==> src/stroll_defines.svh <==
`ifndef STROLL_DEFINES_SVH
`define STROLL_DEFINES_SVH

// ****************************************
// register map
// ****************************************
`define STROLL_ADDR_COUNT   8'h00
`define STROLL_ADDR_SUMMARY 8'h01
`define STROLL_ADDR_SUPPLY  8'h02
`define STROLL_ADDR_MEMTEMP 8'h03
`define STROLL_ADDR_LINK    8'h04

// ****************************************
// field positions
// ****************************************
`define STROLL_SUM_CHAIN    7
`define STROLL_SUM_COMM     5
`define STROLL_SUM_MEMTEMP  4
`define STROLL_SUM_SUPPLY   3
`define STROLL_SUM_DIAG     2
`define STROLL_SUM_RESET    1
`define STROLL_SUM_INIT     0
`define STROLL_SUP_MAIN     7
`define STROLL_SUP_ANALOG   3
`define STROLL_SUP_DIGITAL  2
`define STROLL_SUP_NVM      1
`define STROLL_SUP_SEAL     0

// ****************************************
// timing
// ****************************************
`define STROLL_CLK_PERIOD_NS  10
`define STROLL_PRESCALE_DIV   1000
`define STROLL_PRESCALE_LAST  10'h3E7
`define STROLL_RECOVERY_US    100
`define STROLL_DATAVALID_US   1000
`endif

==> src/stroll_pkg.sv <==
package stroll_pkg;
    typedef enum logic [1:0] {
        STROLL_INIT,
        STROLL_RUN
    } stroll_phase_t;

    typedef struct packed {
        logic [2:0]    sync_main;
        logic [2:0]    sync_analog;
        logic [2:0]    sync_digital;
        logic [2:0]    sync_nvm;
        logic [2:0]    sync_seal;
        logic [9:0]    prescale;
        logic [7:0]    count;
        logic [4:0]    supply;
        logic [31:0]   recovery;
        logic [31:0]   init_cnt;
        logic          diag;
        logic          reset_seen;
        stroll_phase_t phase;
        logic [7:0]    rdata;
    } stroll_state_t;
endpackage : stroll_pkg

==> src/stroll_regs.sv <==
`include "stroll_defines.svh"

module stroll_regs
    import stroll_pkg::*;
#(
    parameter int RECOVERY_CYCLES  =
        `STROLL_RECOVERY_US * 1000 / `STROLL_CLK_PERIOD_NS,
    parameter int DATAVALID_CYCLES =
        `STROLL_DATAVALID_US * 1000 / `STROLL_CLK_PERIOD_NS
) (
    input  wire logic       ref_clk,
    input  wire logic       resetn,
    input  wire logic       rd_strobe,
    input  wire logic [7:0] rd_addr,
    output logic      [7:0] rd_data,
    input  wire logic       summary_status_report,
    input  wire logic       selftest_unfinished,
    input  wire logic       common_mode_fault,
    input  wire logic       selftest_fault,
    input  wire logic       link_mismatch_latched,
    input  wire logic       memory_temp_any,
    input  wire logic       diag_mode_enter,
    input  wire logic       diag_mode_exit,
    input  wire logic       main_supply_low_in,
    input  wire logic       analog_regulator_in,
    input  wire logic       digital_regulator_in,
    input  wire logic       nvm_regulator_in,
    input  wire logic       seal_break_in,
    input  wire logic       supply_report_disable,
    output logic      [7:0] device_summary_status,
    output logic      [7:0] supply_fault_status
);
    stroll_state_t st_ff;
    stroll_state_t nxt_st;

    // a fault counts once the last two synchroniser stages agree
    function automatic logic sync_set(input logic [2:0] s, input logic old);
        sync_set = (s[2] == s[1]) ? s[1] : old;
    endfunction : sync_set

    logic [4:0] raw;
    logic [4:0] live;
    logic       sum_read;

    always_comb begin
        nxt_st = st_ff;
        nxt_st.sync_main    = {st_ff.sync_main[1:0], main_supply_low_in};
        nxt_st.sync_analog  = {st_ff.sync_analog[1:0], analog_regulator_in};
        nxt_st.sync_digital = {st_ff.sync_digital[1:0], digital_regulator_in};
        nxt_st.sync_nvm     = {st_ff.sync_nvm[1:0], nvm_regulator_in};
        nxt_st.sync_seal    = {st_ff.sync_seal[1:0], seal_break_in};
        sum_read = rd_strobe && (rd_addr == `STROLL_ADDR_SUMMARY);
        raw[4] = sync_set(st_ff.sync_main, 1'b0);
        raw[3] = sync_set(st_ff.sync_analog, 1'b0);
        raw[2] = sync_set(st_ff.sync_digital, 1'b0);
        raw[1] = sync_set(st_ff.sync_nvm, 1'b0);
        raw[0] = sync_set(st_ff.sync_seal, 1'b0);
        live = raw;

        if (st_ff.prescale == `STROLL_PRESCALE_LAST) begin
            nxt_st.prescale = 10'h000;
            nxt_st.count = st_ff.count + 8'h01;
        end else begin
            nxt_st.prescale = st_ff.prescale + 10'h001;
        end

        // shared recovery timer reloads on any fault
        if (|live) begin
            nxt_st.recovery = RECOVERY_CYCLES;
        end else if (st_ff.recovery != 32'h0000_0000) begin
            nxt_st.recovery = st_ff.recovery - 32'h0000_0001;
        end
        // sticky until recovery unless reporting disabled
        if (supply_report_disable) begin
            nxt_st.supply = live;
        end else if (st_ff.recovery == 32'h0000_0000 && !(|live)) begin
            nxt_st.supply = 5'h00;
        end else begin
            nxt_st.supply = st_ff.supply | live;
        end

        if (diag_mode_enter) begin
            nxt_st.diag = 1'b1;
        end else if (diag_mode_exit) begin
            nxt_st.diag = 1'b0;
        end

        // cleared by summary read or status report
        if (sum_read || summary_status_report) begin
            nxt_st.reset_seen = 1'b0;
        end

        // init flag clears after data-valid delay
        case (st_ff.phase)
            STROLL_INIT: begin
                if (st_ff.init_cnt >= DATAVALID_CYCLES - 1) begin
                    nxt_st.phase = STROLL_RUN;
                end else begin
                    nxt_st.init_cnt = st_ff.init_cnt + 32'h0000_0001;
                end
            end
            STROLL_RUN: begin
                nxt_st.phase = STROLL_RUN;
            end
            default: begin
                nxt_st.phase = STROLL_INIT;
            end
        endcase

        // read-only data path, loaded every cycle whether or not rd_strobe is set
        case (rd_addr)
            `STROLL_ADDR_COUNT:   nxt_st.rdata = st_ff.count;
            `STROLL_ADDR_SUMMARY: nxt_st.rdata = device_summary_status;
            `STROLL_ADDR_SUPPLY:  nxt_st.rdata = supply_fault_status;
            default:              nxt_st.rdata = 8'h00;
        endcase
    end

    always_ff @(posedge ref_clk) begin
        if (!resetn) begin
            st_ff            <= '0;
            st_ff.reset_seen <= 1'b1;
            st_ff.phase      <= STROLL_INIT;
        end else begin
            st_ff <= nxt_st;
        end
    end

    assign supply_fault_status = {st_ff.supply[4], 3'b000,
                                  st_ff.supply[3:0]};

    // summary recomputed from sources every clock
    assign device_summary_status = {
        selftest_unfinished | common_mode_fault | selftest_fault
            | (st_ff.phase == STROLL_INIT),
        1'b0,
        link_mismatch_latched,
        memory_temp_any,
        |st_ff.supply,
        st_ff.diag,
        st_ff.reset_seen,
        st_ff.phase == STROLL_INIT
    };

    assign rd_data = st_ff.rdata;
endmodule : stroll_regs

==> config.mk <==
export PLATFORM = sky130hd
export DESIGN_NAME = stroll_regs
export DESIGN_NICKNAME = d
export VERILOG_FILES = /design/src/stroll_pkg.sv /design/src/stroll_regs.sv
export VERILOG_INCLUDE_DIRS = /design/src /design/src/src
export SDC_FILE = /design/constraint.sdc
export NUM_CORES = 1
export LEC_CHECK = 0
export BUFFER_PORTS_ARGS = -buffer_cell sky130_fd_sc_hd__buf_2
export CAP_MARGIN = 10
export CORE_MARGIN = 4
export CORE_UTILIZATION = 56
export DETAILED_ROUTE_END_ITERATION = 16
export GPL_TIMING_DRIVEN = 0
export HOLD_SLACK_MARGIN = 0.02
export PLACE_DENSITY = 0.77
export SLEW_MARGIN = 20
export SYNTH_ARGS = -nofsm -noshare
export SYNTH_HDL_FRONTEND = slang
export SYNTH_SLANG_ARGS = --single-unit
==> constraint.sdc <==
create_clock -name ref_clk -period 4.4 [get_ports ref_clk]
set_clock_uncertainty 0.1 [all_clocks]
set_input_delay 0.44 -clock ref_clk [delete_from_list [all_inputs] [get_ports ref_clk]]
set_output_delay 0.44 -clock ref_clk [all_outputs]
set_load 0.01 [all_outputs]
Word level (Yosys, flattened, before mapping)
Index checks and enable logic that the tools add are counted.
{ "word_totals": {"regBits": 114, "elab_cells": 65} }
{ "op_classes": {"add_sub_neg": 4, "magnitude_cmp": 1, "n_eq_ne": 10, "mux": 14, "bitwise_logic": 6, "reduce_logical": 15} }
{ "op_table": {"columns": ["cell", "count"], "rows": [
  ["$add 32x1->32 const B", 1],
  ["$ge 32x17->1 const B", 1],
  ["$logic_not 32->1", 1],
  ["$reduce_bool 32->1", 1],
  ["$sub 32x1->32 const B", 1],
  ["$mux 14", 2],
  ["$pmux 8 s3", 1],
  ["$add 10x1->10 const B", 1],
  ["$eq 10x10->1 const B", 1],
  ["$mux 5", 2],
  ["$reduce_or 5->1", 2],
  ["$add 8x1->8 const B", 1],
  ["$eq 8x1->1 const B", 1],
  ["$eq 8x2->1 const B", 1],
  ["$logic_not 8->1", 1],
  ["$mux 1", 7],
  ["$reduce_or 6->1", 1],
  ["$eq 1x1->1", 5],
  ["$or 5x5->5", 1],
  ["$pmux 2 s2", 1],
  ["$reduce_bool 2->1", 2],
  ["$or 1x1->1", 3],
  ["$eq 2x1->1 const B", 1],
  ["$logic_and 1x1->1", 2],
  ["other kinds (8)", 9]
]} }

Depth between registers and ports, before layout
Gate-level depths: netlist of run 1.
{ "depth": {"word_depth": 7, "mapped_depth": 9, "ltp_nobuf": 7} }

Least setup slack after synthesis of run 1
OpenSTA, ideal clock, no wires.
{ "synth_timing": {"path_type": "reg-to-reg", "startpoint": "register st_ff[53] (netlist bit)", "endpoint": "register st_ff[66] (netlist bit)", "setup_ps": 70, "arrival_ps": 2296, "required_time_ps": 4230, "path_slack_ps": 1933, "stages_incl_launch_ff": 8, "path_buffers": 2, "period_less_slack_ps": 2467, "path_cell_list": "dfxtp_1 or4_4 or2_0 buf_6 a2111o_1 buf_6 or4_1 a21oi_1"} }
{ "synth_between": {"elab_chain_cells": 1, "elab_cells_between_ends": 2, "cone_classes": "add/sub (1); reduce/logical (1)"} }
{ "synth_lines": {"columns": ["item", "line", "rtl"], "rows": [
  ["start: declaration", "stroll_regs.sv:33", "stroll_state_t st_ff;"],
  ["start signal: assignment", "stroll_regs.sv:125", "st_ff <= nxt_st;"],
  ["$sub 32x1->32 / $reduce_bool 32->1 (equally long branches)", "stroll_regs.sv:71, stroll_regs.sv:70", null]
]} }
Several ways; a longest one is shown, not always the timed one.
A chain may end at the register's enable or synchronous reset.

Worst setup path after layout of run 1
{ "layout_timing": {"startpoint": "register st_ff[60] (netlist bit)", "endpoint": "register st_ff[59] (netlist bit)"} }
{ "layout_between": {"elab_chain_cells": 1} }
{ "layout_lines": {"columns": ["item", "line", "rtl"], "rows": [
  ["$reduce_bool 32->1", "stroll_regs.sv:70", "end else if (st_ff.recovery != 32'h0000_0000) begin"]
]} }
Every way passes these cells.

==> results of run 1 <==
==> final cells by class <==
class | instances | share of cell area [%]
inverter | 15 | 0.973
clock buffer | 23 | 8.06
multi-input combinational | 375 | 40.0
sequential | 113 | 39.1
timing repair buffer | 41 | 3.55
buffer | 46 | 4.63
clock inverter | 6 | 1.43
tap | 105 | 2.27
==> critical path: stages, from the launching register on <==
cell and delay (ns):
dfxtp_1 0.34, nor3_1 0.48, nor3b_1 0.65, and4_1 0.30, clkbuf_1 0.33, clkbuf_1 0.43, o41ai_1 0.15, a21oi_1 0.16
==> cells by family after synthesis <==
group                      Yosys count  share of synthesized area [%]
AOI/OAI and AO/OA                   82                           11.3
xor gates and xnor gates            29                           5.19
adders and majority gates            4                           1.02
buffers and inverters               61                           6.63
DFF                                113                           46.3
muxes                               13                           2.66
other                                1                         0.0767
and+or+nand+nor                    243                           26.9
==> registers in the layout, summed over array words and instances (netlist names) <==
signal	count
st_ff	88
supply_fault_status	5
nxt_st	10
rd_data	8
device_summary_status	2
==> how the worst max path moves through the flow <==
stage,start,endpoint
floorplan,st_ff[53],st_ff[66]
CTS,st_ff[60],st_ff[59]
detailed placement,st_ff[60],st_ff[49]
finish,st_ff[60],st_ff[59]
global route,st_ff[60],st_ff[49]
global placement,st_ff[60],st_ff[49]
==> routing by layer <==
| layer | track usage [%] | share of wire, % | up-vias |
|---|---|---|---|
| li1 | - | - | 2045 |
| met1 | 28.0 | 46 | 1934 |
| met2 | 34.1 | 45 | 133 |
| met3 | 5.17 | 6.7 | 23 |
| met4 | 10.9 | 2.1 | 0 |
| met5 | 0 | 0 | - |
==> placed cells by master (no fill, tap or decap), types with 6 or more instances in the layout <==
master,n
xnor2_1,21
nor3_1,14
xor2_1,8
a22oi_1,6
o31ai_1,6
o21ai_0,8
and2_1,31
buf_2,42
or3_1,15
dfxtp_1,113
inv_1,15
or4_1,10
buf_4,21
mux2i_1,13
nand2_1,22
nand3_1,18
clkbuf_1,25
a211oi_1,6
nand4_1,12
clkbuf_16,16
nor2_1,68
o31a_1,6
and3_1,6
nor4_1,18
a21oi_1,28
==> stage by stage <==
step                      util [%]  instance area, µm²  total power [mW]
after CTS                     69.4                5790              3.75
after global placement        62.8                5240              2.41
after global routing          69.4                5790              3.99
after floorplan                  -                4900              2.20
after detailed placement      62.8                5240              2.46
final                         69.4                5790              3.78
==> power breakdown <==
group          switching [mW]  internal, mW
clock network           0.435         0.836
logic                   0.739         0.484
registers               0.130          1.15
==> impl_metrics.py, run 1 <==
metrics = {
    "sta": {
        "setup_viol": 0,
        "tns_ns": 0,
        "hold_violations": 0,
        "layout_min_cycle_time_ns": 3.02,
        "slew_headroom_pct": 34.0,
        "clock.fmax_mhz": 331,
        "slew_violations": 0,
        "setup_slack_ns": 1.38,
        "period_share_pct": 68.6,
        "max_slew.worst_pin.slew_ns": 0.982,
        "rsz0062_at_grt": "false",
        "holdWs_ns": 0.0306,
    },
    "synthesis": {
        "yosysTopAreaCell": "dfxtp_1",
        "synthTopCellsByArea": "dfxtp_1 46%, nor2_1 5.2%, and2_1 4.0%",
        "yosysMostFrequentCell": "dfxtp_1",
        "synth-edff-count": 0,
        "yosys_register_bits": 113,
        "yosys.area.top_type_share_pct": 46.3,
        "netlist-cell-type-count": 54,
        "yosys_warnings": 0,
        "async_flop_share_pct": 0,
        "synth_commonest_cells": "113 x dfxtp_1, 68 x nor2_1, 31 x and2_1, 28 x a21oi_1",
        "synthCells": 546,
        "synth_area_per_cell_um2": 8.96,
        "synthFlopType": "dfxtp_1",
        "synth_seq_area_share_pct": 46.3,
        "netlist_area_um2": 4890,
    },
    "worst_setup_path": {
        "path_max_fanout": 10,
        "reg2reg_to": "st_ff[59]",
        "worstPathArrival_ns": 3.35,
        "reg2reg_from": "st_ff[60]",
        "worstRegToRegCells": 7,
        "startpoint_type": "register",
        "worstSetupPathType": "reg -> reg",
        "worstPathRequired_ns": 4.73,
        "rrSetupSlack_ns": 1.38,
        "endpoint_kind": "register",
    },
    "grt": {
        "grt_max_degree": 17,
        "grt_pass1_wl_mm": 17.6,
        "antenna_found_initial": 0,
        "gr-total-overflow": 0,
        "grt_pass1_vias": 3831,
        "grt_usage_pct": 21.7,
    },
    "layout": {
        "syn_to_final_growth_pct": 18.3,
        "diodes": 0,
        "drive_above_1_share_pct": 16.8,
        "fillers": 677,
        "register_area_um2": 2260,
        "final_nets": 638,
        "multi_input_area_um2": 2320,
        "layout.cells.non_filler": 724,
    },
    "placement": {
        "pre_cts_slack_ns": 1.53,
        "portBuffers": 41,
        "gp_congestion": 0.873,
        "dp_cells": 695,
        "dp_hpwl_mm": 7.45,
    },
    "clock_tree": {
        "cts_root_buf": "clkbuf_8",
        "insertion_delay_ns": 0.51,
        "cts_tree": "built",
        "cts_resized": 0,
        "clk_pin_slew_ns": 0.05,
        "cts_setup_buffers": 0,
        "numCtsBuffers": 17,
        "htree_levels": 4,
        "cts_hold_buf": 0,
        "clockBufferDepth": 2,
        "cts.sinks": 113,
    },
    "die": {
        "dieArea_um2": 10300,
        "initial_core_util_pct": 58.6,
        "die_w_um": 101,
        "core-area_um2": 8340,
        "rows": 33,
        "io_pins": 49,
        "die_h_um": 101,
    },
    "min_path": {
        "hold_depth": 2,
        "hold_class": "in -> reg",
        "holdPathEnd": "nxt_st[106]",
        "min_from": "digital_regulator_in",
    },
    "route": {
        "wl_per_cell_um": 14.8,
        "wl_mm": 10.7,
        "via_per_inst": 5.71,
        "ant_nets": 0,
        "drcViolationCount": 0,
        "vias": 4135,
        "drt_pass1_iterations": 5,
        "drt_iter0_markers": 284,
    },
    "power_and_ir_drop": {
        "p_leak_nw": 2.32,
        "powerDensity_nw_per_um2": 652,
        "vdd_drop_max_v": 0.000475,
    },
    "status": {
        "run_status": "finished, final reports clean",
    },
    "run": {
        "drv_cap": 0,
    },
}
No activity file was read; power rests on OpenSTA's default activity.
==> run 2: changes to the inputs <==
Settings changed: ABC_AREA set to 1, CORE_UTILIZATION 56 to 54.
Clock period 4.4 ns to 2.75 ns, I/O delays scaled along.
==> run 2 against run 1 <==
  * Cell count increased by 42%
  * Flip-flop and latch count unchanged
  * Register-to-register slack got worse by 0.51 ns
  * Synthesized area increased by 14%
  * Critical path type unchanged
==> impl_metrics.py, run 2 <==
metrics = {
    "sta": {
        "rsz0062_at_grt": "false",
        "slew_headroom_pct": 51.5,
        "hold_violations": 0,
        "clock.fmax_mhz": 533,
        "layout_min_cycle_time_ns": 1.88,
        "holdWs_ns": 0.0780,
        "max_slew.worst_pin.slew_ns": 0.727,
        "setup_viol": 0,
        "period_share_pct": 68.2,
        "tns_ns": 0,
        "setup_slack_ns": 0.874,
        "slew_violations": 0,
    },
    "grt": {
        "grt_pass1_vias": 5064,
        "grt_usage_pct": 23.9,
        "antenna_found_initial": 0,
        "grt_pass1_wl_mm": 22.7,
        "grt_max_degree": 17,
        "gr-total-overflow": 0,
    },
    "route": {
        "drt_iter0_markers": 350,
        "wl_mm": 13.3,
        "wl_per_cell_um": 12.9,
        "ant_nets": 0,
        "drcViolationCount": 0,
        "via_per_inst": 5.14,
        "vias": 5272,
        "drt_pass1_iterations": 5,
    },
    "layout": {
        "layout_common_cells": "200 x nand2_1, 118 x nor2_1, 113 x dfxtp_1",
        "diodes": 0,
        "syn_to_final_growth_pct": 19.8,
        "layout.cells.non_filler": 1025,
        "drive_above_1_share_pct": 17.4,
        "postLayoutCellArea_um2": 6690,
        "largest_reg_flops": 88,
        "final_common_cell": "nand2_1",
        "top_register": "st_ff",
        "final_nets": 908,
        "utilization_pct": 67.5,
        "fillers": 877,
    },
    "power_and_ir_drop": {
        "powerDensity_nw_per_um2": 946,
        "intPower_mw": 3.90,
        "pwr-share-comb_pct": 34.6,
        "power_frac_seq_pct": 31.2,
        "p_sw_mw": 2.43,
        "p_sw_share_pct": 38.4,
        "p_clk_share_pct": 34.2,
        "vdd_drop_max_v": 0.000520,
        "p_leak_nw": 3.17,
        "p_total_mw": 6.33,
    },
    "clock_tree": {
        "cts_resized": 0,
        "htree_levels": 4,
        "cts.sinks": 113,
        "numCtsBuffers": 17,
        "cts_tree": "built",
        "clockBufferDepth": 2,
        "clk_pin_slew_ns": 0.06,
        "insertion_delay_ns": 0.53,
        "cts_root_buf": "clkbuf_8",
        "cts_setup_buffers": 0,
    },
    "synthesis": {
        "synthFlopType": "dfxtp_1",
        "yosys_register_bits": 113,
        "yosys.area_share.simple_pct": 36.8,
        "synth_fa_ha_area_share_pct": 0.896,
        "netlist_area_um2": 5590,
        "async_flop_share_pct": 0,
        "synth-edff-count": 0,
        "yosysMostFrequentCell": "nand2_1",
        "yosysTopAreaCell": "dfxtp_1",
        "yosys.area.top_type_share_pct": 40.5,
        "synthXorXnorAreaFrac_pct": 3.29,
        "netlist-cell-type-count": 39,
        "synth_top_family_by_area": "simple AND/OR/NAND/NOR gates",
        "yosys_warnings": 0,
        "synthCells": 802,
        "synth_seq_area_share_pct": 40.5,
        "synthMuxAreaShare_pct": 0,
        "synthTopCellsByArea": "dfxtp_1 40%, nand2_1 13%, nor2_1 7.9%",
        "synth_area_per_cell_um2": 6.97,
        "synth_commonest_cells": "200 x nand2_1, 118 x nor2_1, 113 x dfxtp_1, 96 x inv_1, 64 x nand3_1",
        "synth_compound_area_share_pct": 7.23,
    },
    "worst_setup_path": {
        "slowest_delay_ns": 0.31,
        "worstPathCellList": "inv_1, ha_1, nand2_2, nor2_4, nand2_1, nor2_2, nand4_1, nand2_2, nor2_1",
        "worstPathArrival_ns": 2.19,
        "rrSetupSlack_ns": 0.87,
        "path_max_fanout": 6,
        "reg2reg_from": "st_ff[44]",
        "worstPathRequired_ns": 3.06,
        "endpoint_kind": "register",
        "critical_path.slowest_cell": "dfxtp_1",
        "worstRegToRegCells": 9,
        "worstSetupPathType": "reg -> reg",
        "startpoint_type": "register",
        "cpMostUsedCell": "nand2_2",
        "reg2reg_to": "supply_fault_status[7]",
    },
    "placement": {
        "portBuffers": 43,
        "dpl-instance-area_um2": 5980,
        "pre_cts_slack_ns": 0.915,
        "dp_hpwl_mm": 9.63,
        "dp_cells": 981,
        "gp_congestion": 0.917,
    },
    "die": {
        "dieArea_um2": 12000,
        "initial_core_util_pct": 56.4,
        "rows": 36,
        "die_w_um": 110,
        "die_h_um": 110,
        "io_pins": 49,
        "core-area_um2": 9910,
    },
    "min_path": {
        "min_from": "rd_addr[1]",
        "holdPathEnd": "rd_data[5]",
        "hold_depth": 4,
        "hold_class": "in -> reg",
    },
    "status": {
        "run_status": "finished, final reports clean",
    },
    "run": {
        "drv_cap": 0,
    },
}
## run 2: cell types whose count changed after synthesis, moves of 12 or more
| cell | previous run | this run |
|---|---|---|
| and2_1 | 31 | 0 |
| clkbuf_1 | 22 | 4 |
| inv_1 | 15 | 96 |
| mux2i_1 | 13 | 0 |
| nand2_1 | 22 | 200 |
| nand2_2 | 0 | 12 |
| nand3_1 | 18 | 64 |
| nor2_1 | 68 | 118 |
| nor2_2 | 0 | 12 |
| nor4_1 | 18 | 0 |
| or3_1 | 15 | 0 |
## run 2: repair_timing
item / in CTS / in global routing
hold buffers: 12 / 0
endpoints found under the hold margin: 10 / 0
endpoints found under the setup margin: 0 / 0
## run 2: layer usage
metal  vias to the layer above  global-route usage, %  wire length, µm
li1                       2661                      -                -
met1                      2417                   28.3             5730
met2                       164                   41.5             6540
met3                        30                   6.40              717
met4                         0                   8.64              269
met5                         -                      0                0
## run 2: cell families (layout without fill, tap and decap cells)
group / count (synthesis) / in the layout
other: 1 / 4
AND/OR/NAND/NOR: 460 / 460
XOR/XNOR: 21 / 21
buffers and inverters: 137 / 224
adder cells (fa/ha/maj): 4 / 4
flip-flops: 113 / 113
AO/OA/AOI/OAI: 66 / 66
## run 2: area by class of cell
cell class	instances	area (µm²)	area share, %
plain buffers	38	255	3.81
clock buffers	19	442	6.60
clock inverters	13	150	2.24
inverters	99	372	5.55
multi-input cells	555	2710	40.5
flip-flops and latches	113	2260	33.8
well taps	133	166	2.49
repair buffers	55	335	5.01
## run 2: power by group through the flow
stage               Clock [mW]  Combinational (mW)  Sequential [mW]
floorplan                    0                1.69             1.96
finish                    2.17                2.19             1.97
detailed placement           0                2.13             2.00
global route              2.28                2.49             1.99
CTS                       2.20                2.17             1.97
global placement             0                2.06             1.99
## run 2: how the worst max path moves through the flow
stage                   start                     end  slack [ns]  cells after the start
floorplan           st_ff[44]               st_ff[52]        1.18                      8
global placement    st_ff[44]  supply_fault_status[0]        0.95                      9
detailed placement  st_ff[44]  supply_fault_status[7]        0.91                      9
CTS                 st_ff[44]  supply_fault_status[7]        0.85                      9
global route        st_ff[44]               st_ff[74]        0.67                      9
finish              st_ff[44]  supply_fault_status[7]        0.87                      9
## run 2: critical path, delay by kind of cell, from the launching register on
family | cells | cell delay [ns]
DFF | 1 | 0.31
buffers and inverters | 1 | 0.10
adders and majority gates | 1 | 0.26
and+or+nand+nor | 7 | 0.99
